`config.mk`:
```
export PLATFORM = sky130hd
export DESIGN_NAME = dead_time_waveform_timer
export DESIGN_NICKNAME = d
export VERILOG_FILES = /design/src/rtl/dtw_timer_pkg.sv /design/src/rtl/dead_time_waveform_timer.sv
export VERILOG_INCLUDE_DIRS = /design/src /design/src/rtl
export SDC_FILE = /design/constraint.sdc
export NUM_CORES = 1
export LEC_CHECK = 0
export BUFFER_PORTS_ARGS = -buffer_cell sky130_fd_sc_hd__buf_4
export CORE_UTILIZATION = 40
export DETAILED_ROUTE_END_ITERATION = 12
export GPL_ROUTABILITY_DRIVEN = 1
export PLACE_DENSITY = 0.61
export SYNTH_ARGS = -nofsm -noshare
export SYNTH_HDL_FRONTEND = slang
export SYNTH_SLANG_ARGS = --single-unit
```
`constraint.sdc`:
```
create_clock -name MCLK -period 2.2 [get_ports MCLK]
set_clock_uncertainty 0.2 [all_clocks]
set_input_delay 0.44 -clock MCLK [delete_from_list [all_inputs] [get_ports MCLK]]
set_output_delay 0.44 -clock MCLK [all_outputs]
set_load 0.01 [all_outputs]
```
`src/rtl/dtw_timer_regs.svh`:
```
`ifndef DTW_TIMER_REGS_SVH
`define DTW_TIMER_REGS_SVH
// register offsets on the byte-wide register port
`define OFS_CONTROL_A   6'h00
`define OFS_CONTROL_C   6'h02
`define OFS_CONTROL_D   6'h03
`define OFS_CONTROL_E   6'h04
`define OFS_EVCFG_A     6'h08
`define OFS_EVCFG_B     6'h09
`define OFS_IRQ_ENABLE  6'h0C
`define OFS_IRQ_FLAG    6'h0D
`define OFS_STATUS      6'h0E
`define OFS_INPUT_B     6'h11
`define OFS_FAULT_CFG   6'h12
`define OFS_DELAY_CFG   6'h14
`define OFS_DELAY_VAL   6'h15
`define OFS_SAMPLE_A_LO 6'h22
`define OFS_SAMPLE_A_HI 6'h23
`define OFS_SAMPLE_B_LO 6'h24
`define OFS_SAMPLE_B_HI 6'h25
`define OFS_UNLOCK      6'h30
// compares sit at 0x28..0x2F: bits [2:1] pick the compare, bit 0 the byte
`define CMP_BASE        3'h5
// field positions
`define BIT_RUN_ENABLE  0
`define BIT_OVERRIDE    0
`define BIT_SEL_C       6
`define BIT_SEL_D       7
`define BIT_SW_SAMPLE_A 2
`define BIT_SW_SAMPLE_B 3
`define BIT_EV_ACTION   2
`define BIT_IRQ_CYCLE   0
`define BIT_IRQ_ON_A    2
`define BIT_IRQ_ON_B    3
`define BIT_CMD_READY   1
`define BIT_EN_READY    0
`define BIT_ACT_A       6
`define BIT_ACT_B       7
// compare indices
`define CMP_A_SET       2'h0
`define CMP_A_CLR       2'h1
`define CMP_B_SET       2'h2
`define CMP_B_CLR       2'h3
// encodings and reset values
`define INPUT_MODE_RESTART 4'h8
`define DLY_MODE_BLANK  2'h1
`define DLY_MODE_EVENT  2'h2
`define SLEEP_STANDBY   2'h2
`define CMP_B_CLR_RESET 12'hFFF
`define UNLOCK_WINDOW   3'h4
`endif

```
`src/rtl/dtw_timer_pkg.sv`:
```
package dtw_timer_pkg;
   // the four counter phases of one single-ramp cycle
   typedef enum logic [1:0] {DEAD_A, ON_A, DEAD_B, ON_B} phase_t;
   // state of the output-event delay
   typedef enum logic {DLY_IDLE, DLY_COUNT} dly_state_t;
endpackage

```
`src/rtl/dead_time_waveform_timer.sv`:
```
`timescale 1ns/1ps
`include "dtw_timer_regs.svh"
module dead_time_waveform_timer #(
   parameter int         CNT_W      = 12,
   parameter logic [7:0] UNLOCK_KEY = 8'hA5  // arbitrary key value
) (
   input  wire logic       MCLK,
   input  wire logic       RSTN,
   input  wire logic       SYS_RESET,
   input  wire logic [7:0] FUSE_CFG,
   input  wire logic [1:0] SLEEP_MODE,
   input  wire logic       FAULT_IN,
   input  wire logic       EV_IN_A,
   input  wire logic       EV_IN_B,
   input  wire logic [5:0] ADDR,
   input  wire logic [7:0] WDATA,
   input  wire logic       WR,
   input  wire logic       RD,
   output logic      [7:0] RDATA,
   output logic            WO_A,
   output logic            WO_B,
   output logic            WO_C,
   output logic            WO_D,
   output logic      [3:0] WO_OE,
   output logic            EV_OUT_B_CLR,
   output logic            EV_OUT_A_SET,
   output logic            EV_OUT_B_SET,
   output logic            EV_OUT_PROG,
   output logic            IRQ_CYCLE_END,
   output logic            IRQ_ON_TIME
);
   logic             [7:0] control_a;
   logic             [7:0] control_c_reg;
   logic             [7:0] control_d_reg;
   logic             [7:0] event_input_config [2];
   logic             [7:0] irq_enable_reg;
   logic             [7:0] irq_flag_reg;
   logic             [3:0] input_b_mode_reg;
   logic             [7:0] output_fault_config;
   logic             [7:0] delay_config_reg;
   logic             [7:0] delay_count_value;
   logic         [CNT_W-1:0] cmp [4];
   logic         [CNT_W-1:0] cnt;
   logic         [CNT_W-1:0] sample_reg_a;
   logic         [CNT_W-1:0] sample_reg_b;
   logic             [3:0] sample_hi_tmp;
   logic             [1:0] sw_pend;
   logic                   fuse_load;
   logic             [2:0] unlock_guard;
   logic             [7:0] dly_cnt;
   logic             [2:0] presc_cnt;
   logic                   dly_tick;
   dtw_timer_pkg::dly_state_t dly_state;
   dtw_timer_pkg::phase_t phase;
   logic             [7:0] next_rdata;
   logic                   run;
   logic                   cycle_end;
   logic             [3:0] match;
   logic             [1:0] cap_req;
   logic                   prog_on_time_entry_irq;
   logic                   next_wo_a;
   logic                   next_wo_b;
   logic             [1:0] delay_select;
   logic             [1:0] delay_source_select;
   logic             [1:0] delay_prescaler;
   logic                   command_ready_bit;

   function automatic logic hit(input logic [5:0] ofs);
      hit = WR && (ADDR == ofs);
   endfunction

   // phase of the single-ramp cycle for a given counter value
   function automatic dtw_timer_pkg::phase_t phase_of(input logic [CNT_W-1:0] c);
      if (c < cmp[`CMP_A_SET])
         phase_of = dtw_timer_pkg::DEAD_A;
      else if (c < cmp[`CMP_A_CLR])
         phase_of = dtw_timer_pkg::ON_A;
      else if (c < cmp[`CMP_B_SET])
         phase_of = dtw_timer_pkg::DEAD_B;
      else
         phase_of = dtw_timer_pkg::ON_B;
   endfunction

   assign delay_select        = delay_config_reg[1:0];
   assign delay_source_select = delay_config_reg[3:2];
   assign delay_prescaler     = delay_config_reg[5:4];
   assign command_ready_bit   = ~|sw_pend;
   // standby and power-down freeze the counter; idle keeps it going
   assign run = control_a[`BIT_RUN_ENABLE] && (SLEEP_MODE < `SLEEP_STANDBY);
   assign cycle_end = run && (cnt == cmp[`CMP_B_CLR]);
   // each unit has its own event input and software strobe
   assign cap_req[0] = (EV_IN_A && event_input_config[0][`BIT_EV_ACTION]) || sw_pend[0];
   assign cap_req[1] = (EV_IN_B && event_input_config[1][`BIT_EV_ACTION]) || sw_pend[1];

   // compare matches, only while counting
   always_comb
   begin
      for (int i = 0; i < 4; i++)
         match[i] = run && (cnt == cmp[i]);
   end

   // software registers; a soft reset puts them back, and fault config reloads from the fuses
   always_ff @(posedge MCLK or negedge RSTN)
   begin
      if (!RSTN)
      begin
         control_a <= 8'h00;
         control_c_reg <= 8'h00;
         control_d_reg <= 8'h00;
         event_input_config[0] <= 8'h00;
         event_input_config[1] <= 8'h00;
         irq_enable_reg <= 8'h00;
         input_b_mode_reg <= 4'h0;
         delay_config_reg <= 8'h00;
         delay_count_value <= 8'h00;
         cmp[0] <= '0;
         cmp[1] <= '0;
         cmp[2] <= '0;
         cmp[3] <= `CMP_B_CLR_RESET;
      end
      else if (SYS_RESET)
      begin
         control_a <= 8'h00;
         control_c_reg <= 8'h00;
         control_d_reg <= 8'h00;
         event_input_config[0] <= 8'h00;
         event_input_config[1] <= 8'h00;
         irq_enable_reg <= 8'h00;
         input_b_mode_reg <= 4'h0;
         delay_config_reg <= 8'h00;
         delay_count_value <= 8'h00;
         cmp[0] <= '0;
         cmp[1] <= '0;
         cmp[2] <= '0;
         cmp[3] <= `CMP_B_CLR_RESET;
      end
      else
      begin
         if (hit(`OFS_CONTROL_A))
            control_a <= WDATA;
         if (hit(`OFS_CONTROL_C))
            control_c_reg <= WDATA;
         if (hit(`OFS_CONTROL_D))
            control_d_reg <= WDATA;
         if (hit(`OFS_EVCFG_A))
            event_input_config[0] <= WDATA;
         if (hit(`OFS_EVCFG_B))
            event_input_config[1] <= WDATA;
         if (hit(`OFS_IRQ_ENABLE))
            irq_enable_reg <= WDATA;
         if (hit(`OFS_INPUT_B))
            input_b_mode_reg <= WDATA[3:0];
         if (hit(`OFS_DELAY_CFG))
            delay_config_reg <= WDATA;
         if (hit(`OFS_DELAY_VAL))
            delay_count_value <= WDATA;
         // 12-bit compares written byte by byte, high nibble in the odd byte
         if (WR && ADDR[5:3] == `CMP_BASE)
         begin
            if (ADDR[0])
               cmp[ADDR[2:1]][CNT_W-1:8] <= WDATA[CNT_W-9:0];
            else
               cmp[ADDR[2:1]][7:0] <= WDATA;
         end
      end
   end

   // unlock window: key opens four cycles for a protected write
   always_ff @(posedge MCLK or negedge RSTN)
   begin
      if (!RSTN)
         unlock_guard <= 3'h0;
      else if (hit(`OFS_UNLOCK) && WDATA == UNLOCK_KEY)
         unlock_guard <= `UNLOCK_WINDOW;
      else if (unlock_guard != 3'h0)
         unlock_guard <= unlock_guard - 3'h1;
   end

   // fault config: zero only at power-on, fuse value after every reset
   always_ff @(posedge MCLK or negedge RSTN)
   begin
      if (!RSTN)
      begin
         output_fault_config <= 8'h00;
         fuse_load <= 1'b1;
      end
      else
      begin
         fuse_load <= 1'b0;
         if (fuse_load || SYS_RESET)
            output_fault_config <= FUSE_CFG;
         else if (hit(`OFS_FAULT_CFG) && unlock_guard != 3'h0)
            output_fault_config <= WDATA;
      end
   end

   // counter; input B in restart mode wraps it as well as capturing
   always_ff @(posedge MCLK or negedge RSTN)
   begin
      if (!RSTN)
         cnt <= '0;
      else if (SYS_RESET)
         cnt <= '0;
      else if (run && EV_IN_B && input_b_mode_reg == `INPUT_MODE_RESTART)
         cnt <= '0;
      else if (cycle_end)
         cnt <= '0;
      else if (run)
         cnt <= cnt + CNT_W'(1);
   end

   // sample units; software strobes wait one cycle so command ready is seen low
   always_ff @(posedge MCLK or negedge RSTN)
   begin
      if (!RSTN)
      begin
         sample_reg_a <= '0;
         sample_reg_b <= '0;
         sw_pend <= 2'b00;
      end
      else
      begin
         if (cap_req[0])
            sample_reg_a <= cnt;
         if (cap_req[1])
            sample_reg_b <= cnt;
         sw_pend[0] <= hit(`OFS_CONTROL_E) && WDATA[`BIT_SW_SAMPLE_A];
         sw_pend[1] <= hit(`OFS_CONTROL_E) && WDATA[`BIT_SW_SAMPLE_B];
      end
   end

   // high nibble frozen when the low byte is read, so the pair stays coherent
   always_ff @(posedge MCLK or negedge RSTN)
   begin
      if (!RSTN)
         sample_hi_tmp <= 4'h0;
      else if (RD && ADDR == `OFS_SAMPLE_A_LO)
         sample_hi_tmp <= sample_reg_a[CNT_W-1:8];
      else if (RD && ADDR == `OFS_SAMPLE_B_LO)
         sample_hi_tmp <= sample_reg_b[CNT_W-1:8];
   end

   // flags: hardware set wins over a write-one-to-clear in the same cycle
   always_ff @(posedge MCLK or negedge RSTN)
   begin
      if (!RSTN)
         irq_flag_reg <= 8'h00;
      else if (SYS_RESET)
         irq_flag_reg <= 8'h00;
      else
      begin
         if (hit(`OFS_IRQ_FLAG))
            irq_flag_reg <= irq_flag_reg & ~WDATA;
         if (cycle_end)
            irq_flag_reg[`BIT_IRQ_CYCLE] <= 1'b1;
         if (cap_req[0] || match[`CMP_A_SET])
            irq_flag_reg[`BIT_IRQ_ON_A] <= 1'b1;
         if (cap_req[1] || match[`CMP_B_SET])
            irq_flag_reg[`BIT_IRQ_ON_B] <= 1'b1;
      end
   end

   // interrupt lines are levels; on-time A and B share one line
   always_ff @(posedge MCLK or negedge RSTN)
   begin
      if (!RSTN)
      begin
         IRQ_CYCLE_END <= 1'b0;
         IRQ_ON_TIME <= 1'b0;
      end
      else
      begin
         IRQ_CYCLE_END <= irq_flag_reg[`BIT_IRQ_CYCLE] && irq_enable_reg[`BIT_IRQ_CYCLE];
         IRQ_ON_TIME <= |(irq_flag_reg[`BIT_IRQ_ON_B:`BIT_IRQ_ON_A]
                          & irq_enable_reg[`BIT_IRQ_ON_B:`BIT_IRQ_ON_A]);
      end
   end

   // waveform levels per phase; override takes its bit from the phase value field
   always_comb
   begin
      next_wo_a = (phase == dtw_timer_pkg::ON_A);
      next_wo_b = (phase == dtw_timer_pkg::ON_B);
      if (control_c_reg[`BIT_OVERRIDE])
      begin
         next_wo_a = control_d_reg[{1'b0, phase}];
         next_wo_b = control_d_reg[{1'b1, phase}];
      end
      if (FAULT_IN)
      begin
         next_wo_a = output_fault_config[0];
         next_wo_b = output_fault_config[1];
      end
   end

   // outputs registered; a disabled output is released and held low
   always_ff @(posedge MCLK or negedge RSTN)
   begin
      if (!RSTN)
      begin
         phase <= dtw_timer_pkg::DEAD_A;
         WO_A <= 1'b0;
         WO_B <= 1'b0;
         WO_C <= 1'b0;
         WO_D <= 1'b0;
         WO_OE <= 4'h0;
      end
      else
      begin
         phase <= phase_of(cnt);
         WO_OE <= output_fault_config[7:4];
         WO_A <= output_fault_config[4] && next_wo_a;
         WO_B <= output_fault_config[5] && next_wo_b;
         // fault levels of C and D are their own bits, not those of A or B
         WO_C <= output_fault_config[6] && (FAULT_IN ? output_fault_config[2] :
                 (control_c_reg[`BIT_SEL_C] ? next_wo_b : next_wo_a));
         WO_D <= output_fault_config[7] && (FAULT_IN ? output_fault_config[3] :
                 (control_c_reg[`BIT_SEL_D] ? next_wo_b : next_wo_a));
      end
   end

   // match strobes, one counter-clock cycle each
   always_ff @(posedge MCLK or negedge RSTN)
   begin
      if (!RSTN)
      begin
         EV_OUT_B_CLR <= 1'b0;
         EV_OUT_A_SET <= 1'b0;
         EV_OUT_B_SET <= 1'b0;
      end
      else
      begin
         EV_OUT_B_CLR <= match[`CMP_B_CLR];
         EV_OUT_A_SET <= match[`CMP_A_SET];
         EV_OUT_B_SET <= match[`CMP_B_SET];
      end
   end

   assign prog_on_time_entry_irq = match[delay_source_select];

   // delay clock: divider restarts with each trigger, so the delay is exact, not off by a phase
   always_ff @(posedge MCLK or negedge RSTN)
   begin
      if (!RSTN)
         presc_cnt <= 3'h0;
      else if (dly_state == dtw_timer_pkg::DLY_IDLE)
         presc_cnt <= 3'h0;
      else
         presc_cnt <= presc_cnt + 3'h1;
   end

   // one-cycle enable on the last sync cycle of every 2^prescaler
   assign dly_tick = &(presc_cnt | ~((3'h1 << delay_prescaler) - 3'h1));

   // programmable event; a trigger while counting is dropped to keep one pending
   always_ff @(posedge MCLK or negedge RSTN)
   begin
      if (!RSTN)
      begin
         dly_state <= dtw_timer_pkg::DLY_IDLE;
         dly_cnt <= 8'h00;
         EV_OUT_PROG <= 1'b0;
      end
      else
      begin
         EV_OUT_PROG <= 1'b0;
         unique case (dly_state)
            dtw_timer_pkg::DLY_IDLE:
               if (prog_on_time_entry_irq)
               begin
                  if (delay_select == `DLY_MODE_EVENT && delay_count_value != 8'h00)
                  begin
                     dly_state <= dtw_timer_pkg::DLY_COUNT;
                     dly_cnt <= 8'h00;
                  end
                  else
                     EV_OUT_PROG <= 1'b1;
               end
            dtw_timer_pkg::DLY_COUNT:
               if (delay_select != `DLY_MODE_EVENT)
                  dly_state <= dtw_timer_pkg::DLY_IDLE;
               else if (dly_tick)
               begin
                  if (dly_cnt + 8'h01 >= delay_count_value)
                  begin
                     EV_OUT_PROG <= 1'b1;
                     dly_state <= dtw_timer_pkg::DLY_IDLE;
                  end
                  dly_cnt <= dly_cnt + 8'h01;
               end
         endcase
      end
   end

   // read mux; unmapped offsets read zero
   always_comb
   begin
      next_rdata = 8'h00;
      if (ADDR[5:3] == `CMP_BASE)
         next_rdata = ADDR[0] ? {4'h0, cmp[ADDR[2:1]][CNT_W-1:8]} : cmp[ADDR[2:1]][7:0];
      else
         unique case (ADDR)
            `OFS_CONTROL_A: next_rdata = control_a;
            `OFS_CONTROL_C: next_rdata = control_c_reg;
            `OFS_CONTROL_D: next_rdata = control_d_reg;
            `OFS_EVCFG_A: next_rdata = event_input_config[0];
            `OFS_EVCFG_B: next_rdata = event_input_config[1];
            `OFS_IRQ_ENABLE: next_rdata = irq_enable_reg;
            `OFS_IRQ_FLAG: next_rdata = irq_flag_reg;
            `OFS_STATUS: next_rdata = {WO_B, WO_A, 4'h0, command_ready_bit, 1'b1};
            `OFS_INPUT_B: next_rdata = {4'h0, input_b_mode_reg};
            `OFS_FAULT_CFG: next_rdata = output_fault_config;
            `OFS_DELAY_CFG: next_rdata = delay_config_reg;
            `OFS_DELAY_VAL: next_rdata = delay_count_value;
            `OFS_SAMPLE_A_LO: next_rdata = sample_reg_a[7:0];
            `OFS_SAMPLE_B_LO: next_rdata = sample_reg_b[7:0];
            `OFS_SAMPLE_A_HI,
            `OFS_SAMPLE_B_HI: next_rdata = {4'h0, sample_hi_tmp};
            default: next_rdata = 8'h00;
         endcase
   end

   // read data only in the cycle after the strobe
   always_ff @(posedge MCLK or negedge RSTN)
   begin
      if (!RSTN)
         RDATA <= 8'h00;
      else
         RDATA <= RD ? next_rdata : 8'h00;
   end
endmodule

```
==> results.yml <==
outcome:
  status: "finished, violations left"
  violations: "negative setup slack"
route:
  wl_met3_mm: 2.801
  ant_nets: 0
  vias_per_cell: 5.555
  drc: 0
  dr.max_layer_used: "met4"
  drtIter0Drc: 912
  wl_met2_mm: 17.52
  first_pass_iters: 5
  drt_wl_total_mm: 38.33
  routedWlPerCell_um: 20.77
  met1Wirelength_mm: 16.65
  vias: 10254
worst_hold_path:
  hold_path.class: "in2reg"
sta:
  finalHoldViolCount: 0
  setup_viol: 13
  finalCriticalPeriod_ps: 2496
  fin_ws_ps: -296.1
  slew_viol_final: 0
  max_freq_ghz: 0.4006
  worstMarginPinSlew_ps: 1378
  relSlewSlack_pct: 7.437
  fin_crit_sh_pct: 113.5
  grt_setup_unrepaired: "yes"
final_layout:
  fin_area_um2: 15360
  post-route-util_pct: 55.13
  fin_cells: 1846
  syn2layout_area_growth_pct: 34.92
  largest_reg_flops: 48
  top_regs: "cmp (48), event_input_config (16)"
  regMostFlops: "cmp"
  multi_input_area_um2: 5909
  regArea_um2: 5380
  drive_gt1_share_pct: 32.08
  fin_nets: 1530
  fillers: 2474
  diodes: 0
logic_synthesis:
  synth_edf_count: 0
  synth-async-reset-ratio_pct: 100.0
  synth.avg_cell_area_um2: 9.655
  ys_seq_area_share_pct: 47.19
  yosys-top-cells-area: "dfrtp_1 (44%), nand2_1 (6.0%), ha_1 (5.4%)"
  synth_ff_type: "dfrtp_1"
  yosys_warnings: 0
  synthSimpleGateAreaFrac_pct: 18.70
  synth_top_area_share_pct: 44.19
  yosysTopAreaCell: "dfrtp_1"
  synth_top_family_by_area: "simple AND/OR/NAND/NOR gates"
  ys_ff_latch: 214
  syn_area_um2: 11380
  syn_inst: 1179
  synthMuxAreaShare_pct: 8.540
  synth_xor_area_share_pct: 1.847
  syn_nets: 1260
  synth_compound_area_share_pct: 14.13
  synth_cell_types: 69
  synthAdderAreaFrac_pct: 5.386
clock_network:
  cts.clk_slew.worst_paths_ps: 70
  clock_path_buffers: 3
  clock-root-buffer: "clkbuf_16"
  cts_tree: "yes"
  cts.sinks: 214
  cts-htree-levels: 1
  worstSkewPairLatency_ps: 530
  cts_buffers: 25
setup_path:
  worstPathRequired_ps: 2410
  worstPathMaxFanout: 4
  path_class: "reg2reg"
  arrival_ps: 2710
  crit_path_start_kind: "flop"
  crit_path_end_kind: "flop"
global_routing:
  grt_start_max_net_pins: 56
  track_usage_pct: 26.65
  first_global_vias: 10268
  grt-ovfl-total: 0
  grt_pass1_wl_mm: 58.57
  antenna_found_initial: 0
die:
  ios: 54
  die_area_um2: 29140
  die_x_um: 170.7
  placementRows: 61
  dieHeight_um: 170.7
  core_region_area_um2: 27860
  floorplan.initialDensity_pct: 40.86
flow_run:
  cap_violations: 0
power_and_ir_drop:
  p_per_area_nw_per_um2: 612.9
  power_leakage_nw: 6.884
  power_mw: 9.413
  vdd_drop_max_uv: 531.4
placement:
  portBuffers: 52
  gp_congestion: 0.9031
  placedCellCount: 1771
  dp_hpwl_mm: 27.33
  placed_area_um2: 13910
worst max-delay path, stage by stage, from the launching register on:
cell and delay, ps:
dfrtp_2 430, buf_6 130, ha_4 250, nand4b_1 140, nor4_4 370, nand2_1 150, o211a_4 200, nor4_4 270
buf_4 200, o21ai_1 50
cells in the mapped netlist, drive strengths merged (3+ instances only):
cell type  count
dfrtp        201
nand2        185
a21oi         89
nand3         80
o21ai         72
nor2          68
inv           56
ha            49
mux2i         42
clkbuf        38
mux2          25
buf           21
a22oi         20
a221oi        19
nor2b         17
xor2          17
and3          16
a22o          15
nand2b        15
dfstp         13
mux4          12
a31oi         11
nor3          11
nor4          10
and2           7
nand4          7
xnor2          7
a21o           6
or2            6
a211oi         5
o21a           4
o22ai          4
a222oi         3
or3            3
layout make-up:
cell class	instances	share of cell area, %
clock buffer	30	4.326
multi-input combinational	849	38.48
timing repair buffer	302	16.49
clock inverter	16	1.206
tap	378	3.079
inverter	57	1.393
sequential	214	35.03
metal layers:
metal,global-route usage (%),vias to the layer above
met5,0,-
li1,-,4719
met4,9.988,0
met2,41.38,403
met1,36.78,5044
met3,5.135,88
final timing paths:
check | from | endpoint | slack [ps] | depth (start not counted)
worst min register to register | output_fault_config[4] | WO_OE[0] | 270 | 0
worst min-delay path | FUSE_CFG[3] | output_fault_config[3] | 10 | 3
max in group asynchronous | RSTN | cmp[0] | 850 | 3
worst max register to register | cnt[3] | dly_cnt[1] | -300 | 9
worst max-delay path | cnt[3] | dly_cnt[1] | -300 | 9
min in group asynchronous | RSTN | dly_cnt[7] | 230 | 2
what timing repair did:
action                                  in CTS  in global routing
hold endpoints to repair                   111                  0
cloned                                       1                  0
hold buffers                                 9                  0
resized for setup                           30                 43
setup buffers                               14                  9
pin swaps                                   12                 27
endpoints found under the setup margin      13                 15
report_power, final:
part,internal (mW),switching (mW)
Combinational,0.409,0.580
Clock,2.53,1.75
Sequential,4.05,0.0962
Total,6.99,2.42
cells by family (layout without fill, tap and decap cells):
group | after synthesis | count (layout)
AOI/OAI and AO/OA | 260 | 260
xor gates and xnor gates | 24 | 24
adders and majority gates | 49 | 49
buffers and inverters | 116 | 405
DFF | 214 | 214
muxes | 79 | 79
other | 1 | 1
and+or+nand+nor | 436 | 436
cell usage in the layout (no fill, tap or decap), types with 5 or more instances in the layout:
master / count
a21o_1: 6
a21oi_1: 86
a221oi_1: 16
a22o_1: 15
a22oi_1: 20
a31oi_1: 10
and2_1: 6
and3_1: 14
buf_12: 17
buf_4: 269
buf_6: 6
clkbuf_16: 25
clkinvlp_4: 6
dfrtp_1: 194
dfrtp_2: 7
dfstp_2: 13
dlygate4sd3_1: 9
ha_1: 36
ha_4: 12
inv_1: 55
mux2_2: 25
mux2i_1: 42
mux4_2: 12
nand2_1: 183
nand2b_1: 13
nand3_1: 75
nand4_1: 7
nor2_1: 63
nor2b_1: 16
nor3_2: 7
o21ai_0: 59
o21ai_1: 5
o21ai_2: 8
xnor2_1: 7
xor2_1: 15
per-stage QoR:
step                      worst slack [ps]  setup TNS [ps]  hold slack (ps)
final                               -296.1           -2978            13.37
after global routing                -392.0           -4252            73.79
after CTS                           -174.5           -1831            4.545
after detailed placement            -321.1          -10850            183.6
after global placement              -285.2           -8824            182.8
after floorplan                     -82.46          -122.1           -55.59
No activity file was read; power rests on OpenSTA's default activity.
